**src/logic/level_mask_pkg.sv**
```systemverilog
// constants for the level-threshold interrupt enable masks
package level_mask_pkg;
    localparam int slot_count = 12;
    localparam int addr_width = 16;
    localparam int data_width = 16;
    localparam logic [15:0] mask_x0_offset = 16'h0016;
    localparam logic [15:0] mask_x1_offset = 16'h0017;
    localparam logic [15:0] mask_y0_offset = 16'h001A;
    localparam logic [15:0] mask_y1_offset = 16'h001B;
    localparam int slot_a_bit = 0;
    localparam int slot_e_bit = 4;
    localparam int slot_l_bit = 11;
    localparam logic [11:0] mask_reset = 12'h000;
    localparam int read_latency = 1;
endpackage

```
**src/logic/mask_gate.sv**
```systemverilog
// one output's gating of two levels of slot flags by their enables
`timescale 1ns/1ns
module mask_gate #(
    parameter int slots = 12
) (
    // flags
    input wire logic [slots-1:0] level_zero_flags,
    input wire logic [slots-1:0] level_one_flags,
    // enables
    input wire logic [slots-1:0] level_zero_enables,
    input wire logic [slots-1:0] level_one_enables,
    // result
    output logic line
);
    logic [slots-1:0] hit;

    // each slot bit acts on its own
    for (genvar i = 0; i < slots; i++) begin : g_slot
        assign hit[i] = (level_zero_flags[i] & level_zero_enables[i]) | (level_one_flags[i] & level_one_enables[i]);
    end

    // or of all enabled statuses
    assign line = |hit;
endmodule

```
**src/logic/level_interrupt_enable_masks.sv**
```systemverilog
// enable masks routing per-slot level statuses onto interrupt outputs x and y
// Contract
// - mask at 0x0017, bits 11:0, routes level-one slot flags to output x.
// - mask at 0x001A, bits 11:0, routes level-zero slot flags to output y.
// - mask at 0x001B, bits 11:0, routes level-one slot flags to output y.
// - level-zero x mask bits 4:0 enable slots E down to A.
// - bit 0 is slot A, bit 11 is slot L; bits act independently.
// - mask at 0x0016, bits 11:0, routes level-zero slot flags to output x.
`timescale 1ns/1ns
module level_interrupt_enable_masks #(
    parameter int slots = level_mask_pkg::slot_count
) (
    // clock and reset
    input wire logic clk,
    input wire logic reset_n,
    // register port
    input wire logic reg_write,
    input wire logic reg_read,
    input wire logic [level_mask_pkg::addr_width-1:0] reg_addr,
    input wire logic [level_mask_pkg::data_width-1:0] reg_wdata,
    output logic [level_mask_pkg::data_width-1:0] reg_rdata,
    output logic reg_rvalid,
    // threshold status flags, bit 0 is slot a
    input wire logic [slots-1:0] level_zero_flags,
    input wire logic [slots-1:0] level_one_flags,
    // interrupt outputs
    output logic interrupt_x,
    output logic interrupt_y
);
    if (slots != level_mask_pkg::slot_count) begin : g_check
        $error("slots must be twelve");
    end

    typedef struct packed {
        logic [11:0] mask_x0;
        logic [11:0] mask_x1;
        logic [11:0] mask_y0;
        logic [11:0] mask_y1;
        logic [15:0] rdata;
        logic rvalid;
        logic int_x;
        logic int_y;
    } state_s;

    state_s state_r;
    state_s state_nxt;
    logic line_x;
    logic line_y;
    logic [3:0] addr_sel;

    // one-hot select of the mask at an offset, zero when unmapped
    function automatic logic [3:0] select_of(input logic [15:0] a);
        logic [3:0] s;
        s = 4'h0;
        s[0] = (a == level_mask_pkg::mask_x0_offset);
        s[1] = (a == level_mask_pkg::mask_x1_offset);
        s[2] = (a == level_mask_pkg::mask_y0_offset);
        s[3] = (a == level_mask_pkg::mask_y1_offset);
        return s;
    endfunction

    // selects the mask for an offset, zero when unmapped
    function automatic logic [11:0] mask_at(input state_s s, input logic [15:0] a);
        logic [11:0] m;
        logic [3:0] sel;
        m = 12'h000;
        sel = select_of(a);
        if (sel[0]) begin
            m = s.mask_x0;
        end else if (sel[1]) begin
            m = s.mask_x1;
        end else if (sel[2]) begin
            m = s.mask_y0;
        end else if (sel[3]) begin
            m = s.mask_y1;
        end
        return m;
    endfunction

    assign addr_sel = select_of(reg_addr);

    mask_gate #(.slots(slots)) u_gate_x (
        .level_zero_flags(level_zero_flags),
        .level_one_flags(level_one_flags),
        .level_zero_enables(state_r.mask_x0),
        .level_one_enables(state_r.mask_x1),
        .line(line_x)
    );

    mask_gate #(.slots(slots)) u_gate_y (
        .level_zero_flags(level_zero_flags),
        .level_one_flags(level_one_flags),
        .level_zero_enables(state_r.mask_y0),
        .level_one_enables(state_r.mask_y1),
        .line(line_y)
    );

    always_comb begin
        state_nxt = state_r;
        state_nxt.rvalid = reg_read;
        if (reg_read) begin
            // reserved bits 15:12 read zero
            state_nxt.rdata = {4'h0, mask_at(state_r, reg_addr)};
        end
        if (reg_write) begin
            // bit 0 slot a .. bit 11 slot l
            if (addr_sel[0]) begin
                state_nxt.mask_x0 = reg_wdata[11:0];
            end
            if (addr_sel[1]) begin
                state_nxt.mask_x1 = reg_wdata[11:0];
            end
            if (addr_sel[2]) begin
                state_nxt.mask_y0 = reg_wdata[11:0];
            end
            if (addr_sel[3]) begin
                state_nxt.mask_y1 = reg_wdata[11:0];
            end
        end
        state_nxt.int_x = line_x;
        state_nxt.int_y = line_y;
    end

    always_ff @(posedge clk or negedge reset_n) begin
        if (!reset_n) begin
            state_r <= '0;
            state_r.mask_x0 <= level_mask_pkg::mask_reset;
            state_r.mask_x1 <= level_mask_pkg::mask_reset;
            state_r.mask_y0 <= level_mask_pkg::mask_reset;
            state_r.mask_y1 <= level_mask_pkg::mask_reset;
        end else begin
            state_r <= state_nxt;
        end
    end

    assign reg_rdata = state_r.rdata;
    assign reg_rvalid = state_r.rvalid;
    assign interrupt_x = state_r.int_x;
    assign interrupt_y = state_r.int_y;
endmodule

```
**config.mk**
```make
export PLATFORM = sky130hd
export DESIGN_NAME = level_interrupt_enable_masks
export DESIGN_NICKNAME = d
export VERILOG_FILES = /design/src/logic/level_mask_pkg.sv /design/src/logic/mask_gate.sv /design/src/logic/level_interrupt_enable_masks.sv
export SDC_FILE = /design/constraint.sdc
export NUM_CORES = 1
export LEC_CHECK = 0
export BUFFER_PORTS_ARGS = -buffer_cell sky130_fd_sc_hd__buf_2
export CAP_MARGIN = 20
export CORE_ASPECT_RATIO = 0.75
export CORE_MARGIN = 2
export CORE_UTILIZATION = 25
export DETAILED_ROUTE_END_ITERATION = 6
export GPL_TIMING_DRIVEN = 0
export PLACE_DENSITY_LB_ADDON = 0.15
export SETUP_SLACK_MARGIN = 0.05
export SLEW_MARGIN = 10
export SYNTH_ARGS = -nofsm -noshare
export SYNTH_HDL_FRONTEND = slang
export SYNTH_SLANG_ARGS = --single-unit
```
**constraint.sdc**
```tcl
create_clock -name clk -period 1.4 [get_ports clk]
set_input_delay 0.07 -clock clk [delete_from_list [all_inputs] [get_ports clk]]
set_output_delay 0.07 -clock clk [all_outputs]
set_load 0.05 [all_outputs]
```
==> run summary <==
Iteration count of the initial detailed-routing pass: 4
First-pass GRT wire length: 15900 um
Chip Width: 133 um
H-tree depth: 3
Layout cell share with drive strength beyond 1: 53.6%
Starting Density: 25.6%
Synth warn: 0
Clk sink count: 63
Worst-Skew Late Latency: 0.33 ns
Failing checks: setup timing
Grt ovf: 0
Detail Route Antenna Nets: 0
Reg clk slew, reported paths: 0.05 ns
Pin count of the biggest net entering global routing: 40
Vias: 2458
Status: finished with violations
VDD IR max: 0.613 mV
Vias in the first global route: 2564
Vias per cell: 4.83
Clock Path Buffers: 2
DRT Wirelength: 10700 um
CP peak stage delay: 0.31 ns
Synth top area cells: dfrtp_1 50%, mux2_2 15%, a22oi_1 4.8%
HP Class: input port to flop
Fin nets: 399
Crit-path max FO: 10
CTS tree: yes
DR WL/cell: 20.9 um
RSZ-0062 raised after global routing: true
Slew HR: 56.3%
Top Ports: 79
Root Buffer: clkbuf_16
Cell area after layout: 0.00449 mm2
Worst hold stages: 2
Site row count: 35
Startpoint types: input port
F_max: 0.695 GHz
CTS Buf Count: 9
Worst path bufs/invs: 4
Number of diodes: 0
Die span in y: 101 um
Fin. Hold Viols: 0
Avg Synthesized Cell Area: 13.3 um2
Initial antenna violation count: 0
# setup viols final: 27
Arrival time worst endpoint: 1.65 ns
CP max-delay cell: nor4_4
DPL Wire Length: 7240 um
Delay-heaviest family, CP: buffers and inverters
Pwr Density: 973 mW/mm2
Core area: 0.0123 mm2
Syn Inst Count: 237
GRT Util Overall: 16.4%
Cell taking the most area after synthesis: dfrtp_1
Worst slack, placed: -0.600 ns
Drc violations: 0
Met3 Use GR: 3.97%
DR iter-0 viols: 158
Routing usage on met2: 24.1%
Required time of the critical path: 1.61 ns
Leakage: 0.00213 uW
Crit path top cell by count: buf_4
Critical path cell sequence: buf_6 -> nor4_4 -> buf_4 -> nand4_4 -> buf_4 -> nor2_4 -> buf_12 -> mux2_4
Area Growth Syn to Fin: 42.9%
Stages on the worst setup path: 8
Fin Clk Skew: 0.00276 ns
Hold Slack: 0.0164 ns
GPL Wtd Cong: 0.795
Layout Utilization: 36.6%
Area fraction of the dominant cell type after synthesis: 50.2%
M1 GR Usage: 23.8%
Port bufs: 69
Setup CP Type: input port to flop
Post-synthesis sequential area ratio: 50.2%
Measured slew at the worst slew-check pin: 0.656 ns
Final min period: 1.44 ns
R2R cell count: 3
Placed cell areas: 0.00384 mm2
Top Usage Layer GRT: met2
Setup crit end kind: flop
Max Cap Viol: 0
Seq cells post-synth: 63
Final Max Tran Viols: 0
Die area: 0.0135 mm2
Final WS setup: -0.0388 ns
Netlist Area Pre-Place: 0.00314 mm2
Final period utilization: 103%
Unique cell type count in the Yosys netlist: 29
logic make-up after synthesis:
kind of cell	synth area share [%]
buffers and inverters	5.98
muxes	21.0
other	0.119
and+or+nand+nor	9.12
AOI/OAI and AO/OA	13.5
DFF	50.2
through the flow:
stage,setup TNS [ns],total power [uW],std cells
6_report,-0.434,4370,509
5_1_grt,-3.35,4520,509
4_1_cts,-0.702,4390,507
3_5_place_dp,-23.38,2370,476
3_3_place_gp,-28.56,2360,475
2_1_floorplan,-3.74,2150,240
layout by cell type (no fill, tap or decap), drive strengths merged, types with 2 or more instances in the layout:
| cell type | n |
|---|---|
| a221oi | 2 |
| a22o | 2 |
| a22oi | 20 |
| buf | 110 |
| clkbuf | 19 |
| conb | 4 |
| dfrtp | 63 |
| dlygate4sd3 | 2 |
| mux2 | 48 |
| mux2i | 12 |
| nand4 | 9 |
| nor2 | 4 |
| nor2b | 12 |
| nor4 | 2 |
| nor4b | 3 |
| o221a | 12 |
| o221ai | 12 |
synthesized netlist by cell type:
cell type  count
nor4b_1        1
mux2_1         5
o221a_1       10
nand2_1        1
nand4_1        8
nor3b_2        1
nor4b_2        2
o221ai_1      12
clkbuf_1       6
a22o_1         2
buf_4         18
a22oi_1       20
nand2b_1       1
conb_1         1
nor2b_1       12
nor4bb_1       1
buf_2          3
dfrtp_1       63
nor2_1         4
o221a_2        2
or3b_4         1
buf_6          1
and3b_1        1
a221oi_1       2
nand4_2        1
mux2i_1       12
mux2_2        43
nor4_4         2
buf_1          1
layout make-up:
type,count,area [um2]
repair buffers,88,603
clock buffers,14,254
well taps,166,208
clock inverters,1,5.00
fillers,1220,7770
multi-input cells,148,1600
plain buffers,29,244
flip-flops and latches,63,1580
worst paths after layout:
path,start,slack [ns],to
max,reg_addr[10],-0.04,state_r[54]$_DFFE_PN0P_
min,reg_wdata[0],0.02,state_r[31]$_DFFE_PN0P_
max reg2reg,state_r[32]$_DFFE_PN0P_,0.11,interrupt_y$_DFF_PN0_
min reg2reg,state_r[31]$_DFFE_PN0P_,0.53,state_r[31]$_DFFE_PN0P_
max in group asynchronous,reset_n,0.69,state_r[22]$_DFFE_PN0P_
min in group asynchronous,reset_n,0.19,reg_rvalid$_DFF_PN0_
registers in the layout (all words and copies together), names as in the netlist:
name	flops
interrupt_x	1
state_r	48
reg_rdata	12
interrupt_y	1
reg_rvalid	1
metal layers:
metal	part of all wire, %	up-vias
met2	44	71
met5	0	-
met3	5.1	18
met4	1.9	0
li1	-	1122
met1	49	1247
where the power goes:
part / switching (uW) / leakage, uW / internal [uW]
Sequential: 17.4 / 0.000861 / 1850
Clock: 765 / 0.000127 / 1230
Combinational: 308 / 0.00114 / 192
what timing repair did:
action	in CTS	in global routing
resized for setup	39	15
setup buffers	11	2
pin swaps	8	7
endpoints found under the setup margin	45	56
hold buffers	2	0
cloned	3	0
endpoints found under the hold margin	25	0
(Power assumes the default switching activity.)
